<file path="src/rtl/gsc_pkg.sv">
// Purpose: Constants and types for the gated/signed edge counter channel
// Assumes: One 40 MHz clock, asynchronous active-low reset
// Notes: Register map offsets are word addresses on the plain register port
`default_nettype none

package gsc_pkg;

    // ------------------------------------------------------------
    // Register map
    // ------------------------------------------------------------
    localparam logic [3:0] GSC_OFS_CTRL = 4'h0;
    localparam logic [3:0] GSC_OFS_FILT_PRI = 4'h1;
    localparam logic [3:0] GSC_OFS_FILT_SEC = 4'h2;
    localparam logic [3:0] GSC_OFS_COUNT = 4'h3;
    localparam logic [3:0] GSC_OFS_STATUS = 4'h4;
    localparam logic [3:0] GSC_OFS_IRQ_EN = 4'h5;
    localparam logic [3:0] GSC_OFS_IRQ_CLR = 4'h6;
    localparam logic [3:0] GSC_OFS_DMA_SEL0 = 4'h7;
    localparam logic [3:0] GSC_OFS_DMA_SEL1 = 4'h8;
    localparam logic [3:0] GSC_OFS_INPUTS = 4'h9;

    // ------------------------------------------------------------
    // Field positions and widths
    // ------------------------------------------------------------
    localparam int GSC_MODE_LSB = 0;
    localparam int GSC_FILT_EN_BIT = 3;
    localparam int GSC_DMA_EN_BIT = 4;
    localparam int GSC_PER_LSB = 0;
    localparam int GSC_CNT_LSB = 8;
    localparam int GSC_NUM_DMA = 2;
    localparam int GSC_NUM_EVT = 4;

    // ------------------------------------------------------------
    // Reset values
    // ------------------------------------------------------------
    localparam logic [15:0] GSC_CTRL_RST = 16'h0000;
    localparam logic [15:0] GSC_FILT_RST = 16'h0000;
    localparam logic [15:0] GSC_COUNT_RST = 16'h0000;
    localparam logic [1:0] GSC_DMA_SEL_RST = 2'h0;

    // ------------------------------------------------------------
    // Timing: filter pipeline (latency 5 at count 0)
    // ------------------------------------------------------------
    localparam int GSC_FILT_BASE_LAT = 5;
    localparam int GSC_FILT_SYNC_STAGES = 2;

    // Count modes of the count_mode_field
    typedef enum logic [2:0] {
        GSC_MODE_STOP = 3'b000,
        GSC_MODE_GATED = 3'b011,
        GSC_MODE_SIGNED = 3'b101
    } gsc_mode_type;

    // Event indices shared by status and DMA selectors
    localparam int GSC_EVT_COUNT = 0;
    localparam int GSC_EVT_UP = 1;
    localparam int GSC_EVT_DOWN = 2;
    localparam int GSC_EVT_WRAP = 3;

    typedef struct packed {
        logic [7:0] filter_sample_count;
        logic [7:0] filter_sample_period;
    } gsc_filt_type;

    typedef struct packed {
        logic [3:0] addr;
        logic [15:0] wdata;
        logic wr;
        logic rd;
    } gsc_bus_type;

endpackage : gsc_pkg

`default_nettype wire

</file>
<file path="src/rtl/gsc_filter.sv">
// Purpose: Input filter, fixed base latency plus glitch qualification
// Assumes: Input synchronous to clk
// Notes: Period 0 samples every clock; enable low bypasses the filter (pipeline only)
`default_nettype none

module gsc_filter
    import gsc_pkg::*;
(
    input wire logic clk,                // Module clock
    input wire logic reset_n,            // Async reset, active low
    input wire logic enable,             // Filter in use
    input wire gsc_filt_type cfg,        // Period and count
    input wire logic sig_in,             // Raw input
    output logic sig_out                 // Filtered input
);

    logic [GSC_FILT_SYNC_STAGES-1:0] sync_reg;
    logic [7:0] per_reg;
    logic [8:0] agree_reg;
    logic cand_reg;
    logic held_reg;
    logic [1:0] out_pipe_reg;
    // Reload on a shortened period so a new setting ticks at once
    wire logic tick = (per_reg == 8'h00) || (per_reg >= cfg.filter_sample_period);
    wire logic smp = sync_reg[GSC_FILT_SYNC_STAGES-1];
    wire logic [8:0] need = {1'b0, cfg.filter_sample_count};
    // Run of agreeing samples including the live one; saturates, never wraps
    wire logic [8:0] run = (smp != cand_reg) ? 9'h000
                         : (agree_reg == 9'h1FF) ? agree_reg : agree_reg + 9'h001;
    // Qualify on the live sample so count 0 adds a single stage
    wire logic take = tick && (run >= need);
    wire logic out_src = enable ? held_reg : smp;

    // ------------------------------------------------------------
    // Sample, qualify over count+1 agreeing samples
    // ------------------------------------------------------------
    // Two sync stages + held + two output stages give 5 cycles at count 0
    always_ff @(posedge clk or negedge reset_n)
    begin
        if (!reset_n)
        begin
            sync_reg <= '0;
            per_reg <= 8'h00;
            agree_reg <= 9'h000;
            cand_reg <= 1'b0;
            held_reg <= 1'b0;
            out_pipe_reg <= 2'b00;
        end
        else
        begin
            sync_reg <= {sync_reg[GSC_FILT_SYNC_STAGES-2:0], sig_in};
            per_reg <= tick ? (cfg.filter_sample_period - 8'h01) : (per_reg - 8'h01);
            if (tick)
            begin
                cand_reg <= smp;
                agree_reg <= run;
            end
            if (take)
                held_reg <= smp;
            out_pipe_reg <= {out_pipe_reg[0], out_src};
        end
    end

    assign sig_out = out_pipe_reg[1];

endmodule : gsc_filter

`default_nettype wire

</file>
<file path="src/rtl/gsc_dma_sel.sv">
// Purpose: One DMA request line picked from the event vector
// Assumes: Events are one-cycle pulses
// Notes: Equal selectors drive several lines from one event
`default_nettype none

module gsc_dma_sel
    import gsc_pkg::*;
(
    input wire logic clk,                      // Module clock
    input wire logic reset_n,                  // Async reset, active low
    input wire logic enable,                   // DMA requests enabled
    input wire logic [1:0] select,             // Event selector
    input wire logic [GSC_NUM_EVT-1:0] events, // Event pulses
    output logic req                           // DMA request pulse
);

    logic req_reg;

    always_ff @(posedge clk or negedge reset_n)
    begin
        if (!reset_n)
            req_reg <= 1'b0;
        else
            req_reg <= enable && events[select];
    end

    assign req = req_reg;

endmodule : gsc_dma_sel

`default_nettype wire

</file>
<file path="src/rtl/gsc_counter.sv">
// Purpose: Gated/signed edge counter channel with filters, IRQ and DMA
// Assumes: Inputs synchronous to clk; register port one-cycle strobes
// Notes: Primary edge is compared with the secondary level of the same
//        sample, so the one-cycle skew hazard of older designs is absent
`default_nettype none

module gsc_counter
    import gsc_pkg::*;
(
    input wire logic clk,                         // 40 MHz module clock
    input wire logic reset_n,                     // Async reset, active low
    input wire logic primary_in,                  // Primary count input
    input wire logic secondary_in,                // Secondary gate/direction
    input wire logic [3:0] reg_addr,              // Register address
    input wire logic [15:0] reg_wdata,            // Write data
    input wire logic reg_wr,                      // Write strobe
    input wire logic reg_rd,                      // Read strobe
    output logic [15:0] reg_rdata,                // Read data, cycle after rd
    output logic irq,                             // Level interrupt
    output logic [GSC_NUM_DMA-1:0] dma_req        // DMA request pulses
);

    // ------------------------------------------------------------
    // Register state
    // ------------------------------------------------------------
    logic [15:0] ctrl_reg;
    gsc_filt_type filt_pri_reg;
    gsc_filt_type filt_sec_reg;
    logic [15:0] count_reg;
    logic [15:0] count_next;
    logic [GSC_NUM_EVT-1:0] status_reg;
    logic [GSC_NUM_EVT-1:0] irq_en_reg;
    logic [1:0] dma_sel_reg [GSC_NUM_DMA];
    logic [15:0] rdata_reg;
    logic pri_q_reg;
    logic sec_q_reg;

    gsc_bus_type bus;
    assign bus = '{addr: reg_addr, wdata: reg_wdata, wr: reg_wr, rd: reg_rd};

    function automatic logic hit(input gsc_bus_type b, input logic [3:0] ofs);
        hit = b.addr == ofs;
    endfunction : hit

    wire logic wr_ctrl = bus.wr && hit(bus, GSC_OFS_CTRL);
    wire logic wr_fpri = bus.wr && hit(bus, GSC_OFS_FILT_PRI);
    wire logic wr_fsec = bus.wr && hit(bus, GSC_OFS_FILT_SEC);
    wire logic wr_count = bus.wr && hit(bus, GSC_OFS_COUNT);
    wire logic wr_ien = bus.wr && hit(bus, GSC_OFS_IRQ_EN);
    wire logic wr_iclr = bus.wr && hit(bus, GSC_OFS_IRQ_CLR);

    gsc_mode_type mode;
    assign mode = gsc_mode_type'(ctrl_reg[GSC_MODE_LSB +: 3]);
    wire logic filt_en = ctrl_reg[GSC_FILT_EN_BIT];
    wire logic dma_en = ctrl_reg[GSC_DMA_EN_BIT];

    // ------------------------------------------------------------
    // Input path
    // ------------------------------------------------------------
    logic pri_f;
    logic sec_f;

    gsc_filter u_filt_pri (
        .clk(clk),
        .reset_n(reset_n),
        .enable(filt_en),
        .cfg(filt_pri_reg),
        .sig_in(primary_in),
        .sig_out(pri_f)
    );

    gsc_filter u_filt_sec (
        .clk(clk),
        .reset_n(reset_n),
        .enable(filt_en),
        .cfg(filt_sec_reg),
        .sig_in(secondary_in),
        .sig_out(sec_f)
    );

    // One sample per clock, so at most one edge per input per period
    wire logic pri_rise = pri_f && !pri_q_reg;
    wire logic sec_rise = sec_f && !sec_q_reg;

    // Secondary level taken from the same sample as the primary edge
    wire logic gated_inc = (pri_rise && sec_f)
                         || (sec_rise && pri_f && !pri_rise);
    wire logic signed_up = pri_rise && sec_f;
    wire logic signed_dn = pri_rise && !sec_f;

    wire logic do_up = (mode == GSC_MODE_GATED) ? gated_inc
                     : (mode == GSC_MODE_SIGNED) ? signed_up : 1'b0;
    wire logic do_dn = (mode == GSC_MODE_SIGNED) ? signed_dn : 1'b0;

    always_comb
    begin
        count_next = count_reg;
        if (wr_count)
            count_next = bus.wdata;
        else if (do_up)
            count_next = count_reg + 16'h0001;
        else if (do_dn)
            count_next = count_reg - 16'h0001;
    end

    wire logic wrap = !wr_count && ((do_up && count_reg == 16'hFFFF)
                                 || (do_dn && count_reg == 16'h0000));

    logic [GSC_NUM_EVT-1:0] events;
    assign events[GSC_EVT_COUNT] = do_up || do_dn;
    assign events[GSC_EVT_UP] = do_up;
    assign events[GSC_EVT_DOWN] = do_dn;
    assign events[GSC_EVT_WRAP] = wrap;

    // ------------------------------------------------------------
    // Registers
    // ------------------------------------------------------------
    always_ff @(posedge clk or negedge reset_n)
    begin
        if (!reset_n)
        begin
            ctrl_reg <= GSC_CTRL_RST;
            filt_pri_reg <= GSC_FILT_RST;
            filt_sec_reg <= GSC_FILT_RST;
            count_reg <= GSC_COUNT_RST;
            irq_en_reg <= '0;
            pri_q_reg <= 1'b0;
            sec_q_reg <= 1'b0;
        end
        else
        begin
            if (wr_ctrl)
                ctrl_reg <= bus.wdata;
            if (wr_fpri)
                filt_pri_reg <= bus.wdata;
            if (wr_fsec)
                filt_sec_reg <= bus.wdata;
            if (wr_ien)
                irq_en_reg <= bus.wdata[GSC_NUM_EVT-1:0];
            count_reg <= count_next;
            pri_q_reg <= pri_f;
            sec_q_reg <= sec_f;
        end
    end

    // Set wins over a clear in the same cycle
    always_ff @(posedge clk or negedge reset_n)
    begin
        if (!reset_n)
            status_reg <= '0;
        else
            status_reg <= (status_reg & ~(wr_iclr ? bus.wdata[GSC_NUM_EVT-1:0] : '0))
                        | events;
    end

    // ------------------------------------------------------------
    // DMA request selectors
    // ------------------------------------------------------------
    // Distinct selectors are software's job; duplicates fan out
    generate
        for (genvar i = 0; i < GSC_NUM_DMA; i++)
        begin : g_dma
            localparam logic [3:0] SEL_OFS = GSC_OFS_DMA_SEL0 + 4'(i);
            always_ff @(posedge clk or negedge reset_n)
            begin
                if (!reset_n)
                    dma_sel_reg[i] <= GSC_DMA_SEL_RST;
                else if (bus.wr && hit(bus, SEL_OFS))
                    dma_sel_reg[i] <= bus.wdata[1:0];
            end
            gsc_dma_sel u_sel (
                .clk(clk),
                .reset_n(reset_n),
                .enable(dma_en),
                .select(dma_sel_reg[i]),
                .events(events),
                .req(dma_req[i])
            );
        end
    endgenerate

    // ------------------------------------------------------------
    // Read path
    // ------------------------------------------------------------
    logic [15:0] rd_mux;
    always_comb
    begin
        unique case (bus.addr)
            GSC_OFS_CTRL: rd_mux = ctrl_reg;
            GSC_OFS_FILT_PRI: rd_mux = filt_pri_reg;
            GSC_OFS_FILT_SEC: rd_mux = filt_sec_reg;
            GSC_OFS_COUNT: rd_mux = count_reg;
            GSC_OFS_STATUS: rd_mux = {12'h000, status_reg};
            GSC_OFS_IRQ_EN: rd_mux = {12'h000, irq_en_reg};
            GSC_OFS_DMA_SEL0: rd_mux = {14'h0000, dma_sel_reg[0]};
            GSC_OFS_DMA_SEL1: rd_mux = {14'h0000, dma_sel_reg[1]};
            GSC_OFS_INPUTS: rd_mux = {14'h0000, sec_f, pri_f};
            default: rd_mux = 16'h0000;
        endcase
    end

    always_ff @(posedge clk or negedge reset_n)
    begin
        if (!reset_n)
            rdata_reg <= 16'h0000;
        else
            rdata_reg <= bus.rd ? rd_mux : 16'h0000;
    end

    assign reg_rdata = rdata_reg;
    assign irq = |(status_reg & irq_en_reg);

endmodule : gsc_counter

`default_nettype wire

</file>
<file path="config.mk">
export PLATFORM = sky130hd
export DESIGN_NAME = gsc_counter
export DESIGN_NICKNAME = d
export VERILOG_FILES = /design/src/rtl/gsc_pkg.sv /design/src/rtl/gsc_filter.sv /design/src/rtl/gsc_dma_sel.sv /design/src/rtl/gsc_counter.sv
export SDC_FILE = /design/constraint.sdc
export NUM_CORES = 1
export LEC_CHECK = 0
export BUFFER_PORTS_ARGS = -buffer_cell sky130_fd_sc_hd__buf_2
export CORE_MARGIN = 2
export CORE_UTILIZATION = 43
export CTS_BUF_LIST = sky130_fd_sc_hd__clkbuf_4 sky130_fd_sc_hd__clkbuf_8
export CTS_CLUSTER_DIAMETER = 50
export DETAILED_ROUTE_END_ITERATION = 16
export GPL_TIMING_DRIVEN = 0
export SYNTH_ARGS = -nofsm -noshare
export SYNTH_HDL_FRONTEND = slang
export SYNTH_SLANG_ARGS = --single-unit
export TNS_END_PERCENT = 10
</file>
<file path="constraint.sdc">
create_clock -name clk -period 4.2 [get_ports clk]
set_clock_uncertainty 0.2 [all_clocks]
set_input_delay 0.21 -clock clk [delete_from_list [all_inputs] [get_ports clk]]
set_output_delay 0.21 -clock clk [all_outputs]
set_load 0.05 [all_outputs]
</file>
## Word level (Yosys, flattened, before mapping)

Index checks and enable logic that the tools add are counted.

- Mux-type cells: 21
- $lt $le $gt $ge: 6
- Equal/unequal tests: 16
- Bitwise logic cells: 4
- Add/subtract/negate cells: 8
- Reduce and logical (&&, ||, !) cells: 37

Operators by type and width:

| operator | number |
|---|---|
| $pmux W16 S9 | 1 |
| $mux W16 | 4 |
| $mux W9 | 4 |
| $sub A8 B1 Y8 const B | 4 |
| $logic_and A1 B1 Y1 | 21 |
| $add A9 B1 Y9 const B | 2 |
| $eq A9 B9 Y1 const B | 2 |
| $ge A9 B8 Y1 | 2 |
| $add A16 B1 Y16 const B | 1 |
| $eq A16 B16 Y1 const B | 1 |
| $eq A4 B3 Y1 const B | 4 |
| $ge A8 B8 Y1 | 2 |
| $logic_not A16 Y1 | 1 |
| $logic_not A8 Y1 | 2 |
| $mux W8 | 2 |
| $sub A16 B1 Y16 const B | 1 |
| $and A4 B4 Y4 | 2 |
| $eq A4 B2 Y1 const B | 2 |
| $eq A4 B4 Y1 const B | 2 |
| $mux W1 | 7 |
| $lt A2 B3 Y1 const B | 2 |
| $logic_not A1 Y1 | 5 |
| $logic_or A1 B1 Y1 | 5 |
| $bmux W1 S2 | 2 |
| other kinds (10) | 11 |

- Input port bits: 26
- Bits in registers: 142
- Logic and storage cells: 119
- Output and inout port bits: 19

## Longest topological paths before layout

Gate-level depths: netlist of run 1.

- Depth after elaboration: 12
- Depth in mapped cells: 15
- Depth with buffers taken out: 14

## Hierarchy

From an unflattened synthesis of run 1, not the netlist that was laid out.

- Cell total of the unflattened synthesis: 806
- Area total of the unflattened synthesis: 8149.1 um^2

Modules (own cells, without submodules):

| module | area an instance (um^2) | seq. area each (um^2) | instances | cells an instance |
|---|---|---|---|---|
| gsc_counter | 4737.0 | 2352.3 | 1 | 448 |
| gsc_filter (u_filt_pri) | 1681.6 | 575.6 | 1 | 177 |
| gsc_filter (u_filt_sec) | 1622.8 | 575.6 | 1 | 175 |
| gsc_dma_sel | 53.8 | 25.0 | 2 | 3 |

## Worst setup path after synthesis of run 1

OpenSTA, ideal clock, no wires.

- Path type: register to register
- Start point: register ctrl_reg[2]
- End point: register count_reg[15]
- Buffers on the path: 0
- Setup slack: 0.486 ns
- Clock period less this slack: 3.714 ns
- Cell stages (with the launch flop): 11
- Setup time: 0.137 ns
- Arrival time: 3.377 ns
- Required time: 3.863 ns
- Cell sequence: dfrtp_1 -> a211oi_1 -> o2111ai_1 -> ha_1 -> o21ai_0 -> o21a_1 -> or4b_1 -> and2_1 -> a211oi_1 -> xor2_1 -> a21oi_1

- Word-level cells in the longest chain between the ends: 5
- Elaborated cells between the ends (all ways): 8
- Classes of those cells: eq/ne (2); mux (5); reduce/logical (1)

Ends and longest elaborated chain:

| what | RTL line | source |
|---|---|---|
| from (decl) | gsc_counter.sv:26 | `logic [15:0] ctrl_reg;` |
| from (signal assigned) | gsc_counter.sv:133 | `ctrl_reg <= bus.wdata;` |
| $eq A3 B3 Y1 | gsc_counter.sv:92, gsc_counter.sv:93 |  |
| $mux W1 | gsc_counter.sv:92 | `: (mode == GSC_MODE_SIGNED) ? signed_up : 1'b0;` |
| $mux W1 | gsc_counter.sv:91 | `wire logic do_up = (mode == GSC_MODE_GATED) ? gated_inc` |
| $mux W16 | gsc_counter.sv:100 | `else if (do_up)` |
| $mux W16 | gsc_counter.sv:98 | `if (wr_count)` |
| to (signal assigned) | gsc_counter.sv:140 | `count_reg <= count_next;` |
| to (decl) | gsc_counter.sv:29 | `logic [15:0] count_reg;` |

Several ways; a longest one is shown, not always the timed one.
A chain may end at the register's enable or synchronous reset.

## Final worst setup path of run 1

- Start point: register ctrl_reg[1]
- End point: register count_reg[15]

Same word-level chain as after synthesis.

==> results of run 1 <==
[through the flow]
step | worst slack (ns) | hold slack, ns | TNS (ns) | utilization
finish | 0.4492 | 0.06941 | 0 | 0.4993
global route | 0.2692 | 0.06594 | 0 | 0.4993
CTS | 0.4606 | 0.002821 | 0 | 0.4987
detailed placement | 0.4657 | 0.06598 | 0 | 0.4668
global placement | -0.4573 | 0.1210 | -1.891 | 0.4638
floorplan | 0.4859 | -0.2856 | 0 | -
[Yosys cell counts, types with 4 or more instances]
library cell  instances  share of area
a211oi_1              6         0.0055
a21o_1               13          0.012
a21oi_1              60          0.037
a22oi_1              34          0.031
a31oi_1              16          0.012
and3_1                9         0.0069
buf_4                 4         0.0037
clkbuf_1             18         0.0083
dfrtp_1             142           0.44
ha_1                 50          0.077
inv_1                43          0.020
mux2_2               71          0.098
mux2i_1              11          0.014
nand2_1              55          0.025
nand2b_1             10         0.0077
nand3_1              16         0.0098
nand4_1              14          0.011
nor2_1               60          0.028
nor2b_1               7         0.0054
nor3_1               13         0.0080
nor4_1                8         0.0061
o21a_1                4         0.0037
o21ai_0              15         0.0092
xnor2_1              33          0.035
xor2_1               12          0.013
[layer usage]
metal / vias to the layer above / share of wire
met2: 113 / 0.46
met3: 34 / 0.030
li1: 3072 / -
met5: - / 0
met4: 0 / 0.018
met1: 3044 / 0.49
[cells by family after synthesis]
logic type,share of synthesized area
muxes,0.1145
DFF,0.4363
adders and majority gates,0.07927
and+or+nand+nor,0.1283
AOI/OAI and AO/OA,0.1559
buffers and inverters,0.03733
xor gates and xnor gates,0.04839
[cell usage in the layout (no fill, tap or decap), types with 6 or more instances in the layout]
master and n:
xnor2_1 33, xor2_1 12, mux2_2 71, nor2_1 60
dfrtp_1 142, clkbuf_8 18, nand2b_1 10, buf_2 44
nand3_1 16, a211oi_1 6, clkbuf_1 18, nor4_1 8
nand2_1 55, mux2i_1 11, ha_1 50, and3_1 9
nand4_1 14, nor3_1 13, inv_1 43, a21o_1 13
a21oi_1 60, a31oi_1 16, o21ai_0 15, a22oi_1 34
dlygate4sd3_1 20, nor2b_1 7, inv_6 7
[worst paths after layout]
path	slack, ns	to	depth (start not counted)
setup / recovery	0.45	count_reg[15]$_DFFE_PN0P_	11
hold / removal	0.07	dma_sel_reg[2]$_DFFE_PN0P_	5
setup reg to reg	0.45	count_reg[15]$_DFFE_PN0P_	11
hold reg to reg	0.16	u_filt_pri.sync_reg[1]$_DFF_PN0_	0
max in group asynchronous	2.91	ctrl_reg[7]$_DFFE_PN0P_	3
min in group asynchronous	0.11	u_filt_pri.per_reg[7]$_DFF_PN0_	2
[timing repair]
| action | 4_1_cts | 5_1_grt |
|---|---|---|
| gates resized for setup | 0 | 0 |
| endpoints found under the hold margin | 145 | 1 |
| buffers inserted | 0 | 0 |
| hold buffers | 19 | 1 |
[worst reg2reg max path, stage by stage, from the launching register on]
cell,delay [ns]
dfrtp_1,0.42
nor3b_1,0.45
o2111ai_2,0.27
buf_8,0.24
ha_1,0.34
o21ai_0,0.17
o21a_1,0.27
or4b_1,0.55
and2_1,0.20
a211oi_1,0.25
xor2_1,0.18
a21oi_1,0.08
[power by group through the flow]
stage | Sequential [mW] | Combinational [mW] | Clock (mW)
2_1_floorplan | 2.07 | 1.95 | 0
3_3_place_gp | 2.22 | 2.41 | 0
3_5_place_dp | 2.23 | 2.46 | 0
4_1_cts | 2.20 | 2.48 | 1.16
5_1_grt | 2.27 | 2.80 | 1.23
6_report | 2.22 | 2.46 | 1.14
[area by class of cell]
| cell class | count | share of cell area |
|---|---|---|
| multi-input combinational | 579 | 0.4612 |
| timing repair buffer | 64 | 0.04933 |
| tap | 234 | 0.03146 |
| clock buffer | 19 | 0.02742 |
| clock inverter | 13 | 0.01613 |
| inverter | 43 | 0.01734 |
| sequential | 142 | 0.3818 |
| buffer | 27 | 0.01532 |
==> results.sh, run 1 <==
export IMPL_fin_area_mm2=0.009308
export IMPL_cts_tree="built"
export IMPL_crit_family="simple AND/OR/NAND/NOR gates"
export IMPL_antenna_found_initial=0
export IMPL_path_buf_inv=1
export IMPL_drtIter0Drc=426
export IMPL_path_cells="nor3b_1, o2111ai_2, buf_8, ha_1, o21ai_0, o21a_1, or4b_1, and2_1, a211oi_1, xor2_1, a21oi_1"
export IMPL_p_sw_frac=0.4064
export IMPL_cts_sinks=142
export IMPL_ir_drop_uv=254.0
export IMPL_slew_headroom=0.2306
export IMPL_first_global_vias=6321
export IMPL_final_fill_count=1742
export IMPL_cts_root_buffer="clkbuf_8"
export IMPL_cp_slowest_cell="or4b_1"
export IMPL_met2_usage=0.3344
export IMPL_io_pins=45
export IMPL_remaining_drc_errors=0
export IMPL_grt_overflow_total=0
export IMPL_multi_input_area_mm2=0.004293
export IMPL_use_met1=0.3010
export IMPL_ant_nets=0
export IMPL_clkPwrFrac=0.196
export IMPL_drive_above_1_share=0.1928
export IMPL_netlist_instances=791
export IMPL_via_per_inst=5.587
export IMPL_hold_viol=0
export IMPL_setup_viol=0
export IMPL_syn_to_final_growth_pct=14.29
export IMPL_power_density_mw_per_mm2=625.5
export IMPL_power_frac_comb=0.423
export IMPL_io_buffer_count=42
export IMPL_use_met3=0.03982
export IMPL_syn_area_mm2=0.008144
export IMPL_clock_latency_ns=0.47
export IMPL_startpoint="ctrl_reg[1]$_DFFE_PN0P_"
export IMPL_worst_setup_path_end_kind="register"
export IMPL_crit_type="reg -> reg"
export IMPL_core_area_mm2=0.01864
export IMPL_placed_area_mm2=0.008702
export IMPL_antenna_cells=0
export IMPL_layout_min_cycle_time_ns=3.751
export IMPL_dp_cells=1069
export IMPL_grt_pass1_wl_um=33610
export IMPL_synth_fp_nets=868
export IMPL_busiest_layer="met2"
export IMPL_max_freq_mhz=266.6
export IMPL_power_switching_mw=2.366
export IMPL_register_area_mm2=0.003553
export IMPL_die_y_um=141.6
export IMPL_rsz0062_at_grt="false"
export IMPL_wl_per_cell_um=18.01
export IMPL_vias=6263
export IMPL_hold_path_class="in -> reg"
export IMPL_initial_utilization=0.4368
export IMPL_final_cells=1121
export IMPL_cp_max_fo=18
export IMPL_ys_seq_area_frac=0.4363
export IMPL_drv_slew=0
export IMPL_r2r_start="ctrl_reg[1]$_DFFE_PN0P_"
export IMPL_drt_first_pass_iters=5
export IMPL_cts_clk_slew_worst_paths_ns=0.10
export IMPL_critPathMaxStageDelay_ns=0.55
export IMPL_die_area_mm2=0.02006
export IMPL_leakage_nw=4.158
export IMPL_status="completed"
export IMPL_routed_wl_um=20190
export IMPL_cts_buffers=17
export IMPL_avgSynthCellArea_um2=10.30
export IMPL_hpwl_um=14700
export IMPL_startpoint_type="register"
export IMPL_power_mw=5.822
export IMPL_ys_ff_latch=142
export IMPL_die_w_um=141.6
export IMPL_cts_path_max_buffers=2
export IMPL_synthFlopType="dfrtp_1"
export IMPL_min_delay_start="reg_addr[1]"
export IMPL_drv_cap=0
export IMPL_ys_warn_count=0
export IMPL_tightest_slew_ns=1.145
export IMPL_grt_max_degree=76
export IMPL_synth_edf_count=0
export IMPL_cp_arrival_ns=3.88
export IMPL_num_rows=50
export IMPL_htreeDepth=4
export IMPL_required_ns=4.33
export IMPL_seqPwrFrac=0.381
export IMPL_yosys_cell_types_count=61
export IMPL_internal_power_mw=3.456
export IMPL_gp_congestion=0.8046
export IMPL_nets=951
export IMPL_grt_usage=0.2137
export IMPL_synthArstFlopShare=1.000
export IMPL_finalCritPeriodShare=0.8931
No activity file was read; power rests on OpenSTA's default activity.
==> run 2: changes to the inputs <==
--- a/config.mk
+++ b/config.mk
@@ -12,6 +12,7 @@
 export CTS_CLUSTER_DIAMETER = 50
 export DETAILED_ROUTE_END_ITERATION = 16
 export GPL_TIMING_DRIVEN = 0
+export PLACE_DENSITY = 0.71
 export SYNTH_ARGS = -nofsm -noshare
 export SYNTH_HDL_FRONTEND = slang
 export SYNTH_SLANG_ARGS = --single-unit
==> results.sh, run 2 (synthesis gave the netlist of run 1 again) <==
export IMPL_max_freq_mhz=258.5
export IMPL_r2r_cells=11
export IMPL_rrSetupSlack_ns=0.33
export IMPL_power_density_mw_per_mm2=631.2
export IMPL_cp_arrival_ns=3.99
export IMPL_hold_path_class="in -> async"
export IMPL_num_rows=50
export IMPL_drive_above_1_share=0.1930
export IMPL_first_global_vias=6353
export IMPL_wl_per_cell_um=17.56
export IMPL_ant_nets=0
export IMPL_hold_viol=0
export IMPL_hpwl_um=14480
export IMPL_power_switching_mw=2.324
export IMPL_initial_utilization=0.4368
export IMPL_hold_slack_ns=0.03683
export IMPL_cts_path_max_buffers=2
export IMPL_routed_wl_um=19670
export IMPL_io_buffer_count=42
export IMPL_slew_headroom=0.2391
export IMPL_drtIter0Drc=518
export IMPL_vias=6350
export IMPL_clkPwrFrac=0.206
export IMPL_die_w_um=141.6
export IMPL_final_cell_mix="142 x dfrtp_1, 71 x mux2_2, 60 x a21oi_1, 60 x nor2_1, 55 x nand2_1"
export IMPL_tightest_slew_ns=1.133
export IMPL_antenna_found_initial=0
export IMPL_worst_setup_path_end_kind="register"
export IMPL_placed_area_mm2=0.008698
export IMPL_seqPwrFrac=0.374
export IMPL_r2r_start="ctrl_reg[2]$_DFFE_PN0P_"
export IMPL_via_per_inst=5.670
export IMPL_grt_usage=0.2073
export IMPL_leakage_nw=4.157
export IMPL_post_cts_resize_count=0
export IMPL_nets=950
export IMPL_final_core_util=0.5006
export IMPL_crit_type="reg -> reg"
export IMPL_fin_area_mm2=0.009333
export IMPL_grt_max_degree=100
export IMPL_cp_max_fo=11
export IMPL_drt_first_pass_iters=6
export IMPL_status="completed"
export IMPL_cts_sinks=142
export IMPL_startpoint_type="register"
export IMPL_path_cells="a211oi_1, o2111ai_2, buf_6, ha_1, o21ai_0, o21a_1, or4b_1, and2_1, a211oi_1, xor2_1, a21oi_1"
export IMPL_grt_pass1_wl_um=32560
export IMPL_power_frac_comb=0.420
export IMPL_cts_clk_slew_worst_paths_ns=0.08
export IMPL_drv_cap=0
export IMPL_io_pins=45
export IMPL_cts_buffers=17
export IMPL_htreeDepth=4
export IMPL_cts_root_buffer="clkbuf_8"
export IMPL_grt_overflow_total=0
export IMPL_remaining_drc_errors=0
export IMPL_gp_congestion=0.8396
export IMPL_p_sw_frac=0.3946
export IMPL_drv_slew=0
export IMPL_ir_drop_uv=257.5
export IMPL_layout_min_cycle_time_ns=3.869
export IMPL_r2r_end="count_reg[15]$_DFFE_PN0P_"
export IMPL_critPathMaxStageDelay_ns=0.55
export IMPL_die_y_um=141.6
export IMPL_cts_tree="built"
export IMPL_required_ns=4.32
export IMPL_crit_path_frequent_cell="a211oi_1"
export IMPL_clock_latency_ns=0.45
export IMPL_die_area_mm2=0.02006
export IMPL_internal_power_mw=3.567
export IMPL_finalCritPeriodShare=0.9211
export IMPL_antenna_cells=0
export IMPL_syn_to_final_growth_pct=14.60
export IMPL_cp_slowest_cell="or4b_1"
export IMPL_setup_tns_ns=0
export IMPL_rsz0062_at_grt="false"
export IMPL_final_common_cell="dfrtp_1"
export IMPL_setup_viol=0
export IMPL_core_area_mm2=0.01864
run 2: layer usage:
layer  up-vias  wire [µm]  part of all wire  global-route usage
met1      3104       8905              0.45              0.2763
li1       3062          -                 -                   -
met2       146       9527              0.48              0.3373
met5         -          0                 0                   0
met4         0        489             0.025             0.08000
met3        38        746             0.038             0.03847
run 2: power by group through the flow:
stage	sequential (mW)	combinational [mW]	clock, mW
finish	2.21	2.47	1.21
global route	2.26	2.80	1.30
CTS	2.19	2.48	1.24
detailed placement	2.21	2.46	0
global placement	2.20	2.38	0
floorplan	2.07	1.95	0
run 2: how the worst max path moves through the flow:
stage | start | end | slack (ns)
6_report | ctrl_reg[2]$_DFFE_PN0P_ | count_reg[15]$_DFFE_PN0P_ | 0.33
3_5_place_dp | ctrl_reg[2]$_DFFE_PN0P_ | count_reg[15]$_DFFE_PN0P_ | 0.37
5_1_grt | ctrl_reg[2]$_DFFE_PN0P_ | count_reg[15]$_DFFE_PN0P_ | 0.05
2_1_floorplan | ctrl_reg[2]$_DFFE_PN0P_ | count_reg[15]$_DFFE_PN0P_ | 0.49
3_3_place_gp | ctrl_reg[2]$_DFFE_PN0P_ | count_reg[15]$_DFFE_PN0P_ | -0.27
4_1_cts | ctrl_reg[2]$_DFFE_PN0P_ | count_reg[15]$_DFFE_PN0P_ | 0.34
run 2: final cells by class:
type / instances / area (µm²)
inverter: 43 / 161.4
clock buffer: 19 / 255.2
timing repair buffer: 63 / 445.4
fill: 1685 / 9310
multi-input combinational: 579 / 4293
clock inverter: 13 / 188.9
buffer: 27 / 142.6
sequential: 142 / 3553
tap: 234 / 292.8
run 2: stage by stage:
step	instances	setup WS, ns	total power [mW]
final	1120	0.3312	5.891
after global routing	1120	0.05130	6.362
after CTS	1120	0.3396	5.911
after detailed placement	1069	0.3669	4.671
after global placement	1067	-0.2686	4.583
after floorplan	791	0.4859	4.028
run 2: repair_timing:
item | 4_1_cts | 5_1_grt
endpoints found under the hold margin | 220 | 0
setup endpoints to repair | 0 | 0
hold buffers | 19 | 0
buffers inserted | 0 | 0
run 2: worst max-delay path: cells and delay by family (launching register included):
| family | cells | cell delay [ns] |
|---|---|---|
| compound gates | 6 | 1.54 |
| simple gates | 2 | 0.75 |
| flops | 1 | 0.43 |
| fa+ha+maj | 1 | 0.33 |
| buf+inv | 1 | 0.30 |
| xor+xnor | 1 | 0.17 |
==> run 3: changes to the inputs <==
--- a/config.mk
+++ b/config.mk
@@ -6,6 +6,7 @@
 export NUM_CORES = 1
 export LEC_CHECK = 0
 export BUFFER_PORTS_ARGS = -buffer_cell sky130_fd_sc_hd__buf_2
+export CORE_ASPECT_RATIO = 1.2
 export CORE_MARGIN = 2
 export CORE_UTILIZATION = 43
 export CTS_BUF_LIST = sky130_fd_sc_hd__clkbuf_4 sky130_fd_sc_hd__clkbuf_8
==> results.sh, run 3 (synthesis gave the netlist of run 1 again) <==
export IMPL_status="completed"
export IMPL_cts_clk_slew_worst_paths_ns=0.08
export IMPL_cts_buffers=17
export IMPL_cp_slowest_cell="or4b_1"
export IMPL_post_cts_resize_count=0
export IMPL_hold_slack_ns=0.06625
export IMPL_critPathMaxStageDelay_ns=0.55
export IMPL_wl_per_cell_um=17.57
export IMPL_rsz0062_at_grt="false"
export IMPL_cts_sinks=142
export IMPL_final_core_util=0.4996
export IMPL_layout_min_cycle_time_ns=3.688
export IMPL_io_buffer_count=42
export IMPL_clock_latency_ns=0.45
export IMPL_setup_tns_ns=0
export IMPL_gp_congestion=0.8762
export IMPL_cp_max_fo=19
export IMPL_grt_max_degree=76
export IMPL_antenna_found_initial=0
export IMPL_highest_layer="met4"
export IMPL_nets=950
export IMPL_hold_path_class="in -> reg"
export IMPL_drtIter0Drc=560
export IMPL_cp_arrival_ns=3.80
export IMPL_remaining_drc_errors=0
export IMPL_r2r_start="ctrl_reg[1]$_DFFE_PN0P_"
export IMPL_grt_usage=0.2092
export IMPL_rrSetupSlack_ns=0.51
export IMPL_r2r_end="count_reg[15]$_DFFE_PN0P_"
export IMPL_wl_met2_um=10440
export IMPL_via_per_inst=5.613
export IMPL_first_global_vias=6436
export IMPL_max_freq_mhz=271.2
export IMPL_required_ns=4.32
export IMPL_grt_overflow_total=0
export IMPL_r2r_cells=11
export IMPL_die_y_um=154.8
export IMPL_cts_root_buffer="clkbuf_8"
export IMPL_final_fill_count=1737
export IMPL_io_pins=45
export IMPL_drv_cap=0
export IMPL_finalCritPeriodShare=0.8781
export IMPL_core_area_mm2=0.01872
export IMPL_cts_path_max_buffers=2
export IMPL_cts_hold_fix_buffers=19
export IMPL_met1Wirelength_um=8597
export IMPL_final_cell_mix="142 x dfrtp_1, 71 x mux2_2, 60 x a21oi_1, 60 x nor2_1, 55 x nand2_1"
export IMPL_htreeDepth=4
export IMPL_drive_above_1_share=0.1930
export IMPL_path_buf_inv=1
export IMPL_num_rows=55
export IMPL_min_delay_start="reg_rd"
export IMPL_startpoint_type="register"
export IMPL_min_path_cells=3
export IMPL_ir_drop_uv=261.1
export IMPL_power_mw=5.882
export IMPL_power_density_mw_per_mm2=629.0
export IMPL_routed_wl_um=20060
export IMPL_cts_setup_buffers=0
export IMPL_grt_pass1_wl_um=33040
export IMPL_initial_utilization=0.4351
export IMPL_drv_slew=0
export IMPL_cts_tree="built"
export IMPL_hpwl_um=14770
export IMPL_path_cells="nor3b_1, o2111ai_2, buf_8, ha_1, o21ai_0, o21a_1, or4b_1, and2_1, a211oi_1, xor2_1, a21oi_1"
export IMPL_setup_viol=0
export IMPL_hold_viol=0
export IMPL_drt_first_pass_iters=5
export IMPL_die_w_um=129.6
export IMPL_leakage_nw=4.158
export IMPL_slew_headroom=0.1617
export IMPL_antenna_cells=0
export IMPL_crit_type="reg -> reg"
export IMPL_tightest_slew_ns=1.248
export IMPL_syn_to_final_growth_pct=14.83
export IMPL_ant_nets=0
export IMPL_hold_end="reg_rdata[15]$_DFF_PN0_"
export IMPL_worst_setup_path_end_kind="register"
export IMPL_crit_family="simple AND/OR/NAND/NOR gates"
export IMPL_die_area_mm2=0.02006
export IMPL_dr_wl_met3_um=629
export IMPL_vias=6410
export IMPL_final_common_cell="dfrtp_1"
==> run 3: where the power goes <==
group	switching, mW	total (mW)	internal [mW]
combinational	1.34	2.49	1.15
sequential	0.461	2.21	1.75
clock	0.546	1.18	0.639
total	2.35	5.88	3.53
==> run 3: worst max-delay path by stage <==
| stage | depth (start not counted) | startpoint | to | slack (ns) |
|---|---|---|---|---|
| global placement | 10 | ctrl_reg[2]$_DFFE_PN0P_ | count_reg[15]$_DFFE_PN0P_ | -0.40 |
| finish | 11 | ctrl_reg[1]$_DFFE_PN0P_ | count_reg[15]$_DFFE_PN0P_ | 0.51 |
| global route | 11 | ctrl_reg[1]$_DFFE_PN0P_ | count_reg[15]$_DFFE_PN0P_ | 0.21 |
| detailed placement | 11 | ctrl_reg[1]$_DFFE_PN0P_ | count_reg[15]$_DFFE_PN0P_ | 0.55 |
| CTS | 11 | ctrl_reg[1]$_DFFE_PN0P_ | count_reg[15]$_DFFE_PN0P_ | 0.50 |
| floorplan | 10 | ctrl_reg[2]$_DFFE_PN0P_ | count_reg[15]$_DFFE_PN0P_ | 0.49 |
==> run 3: area by class of cell <==
cell class,count,area [µm²],area share
repair buffers,63,449.2,0.04803
well taps,256,320.3,0.03425
clock inverters,11,155.1,0.01659
inverters,43,161.4,0.01726
plain buffers,27,142.6,0.01525
flip-flops and latches,142,3553,0.3800
clock buffers,21,276.5,0.02957
multi-input cells,579,4293,0.4591
==> run 3: metrics by stage <==
step	setup slack (ns)	cells	instance area, µm²
finish	0.5121	1142	9351
global route	0.2109	1142	9351
CTS	0.5027	1142	9351
detailed placement	0.5460	1091	8730
global placement	-0.3988	1089	8675
floorplan	0.4859	791	8144
==> run 3: worst min-delay path, delay by kind of cell <==
kind            cells  cell delay, ns
buf+inv             1            0.10
simple gates        1            0.28
compound gates      1            0.07
==> run 3: per-layer routing <==
layer	up-vias	global-route usage
met1	3170	0.2642
met5	-	0
li1	3052	-
met3	38	0.02975
met2	150	0.3665
met4	0	0.06810
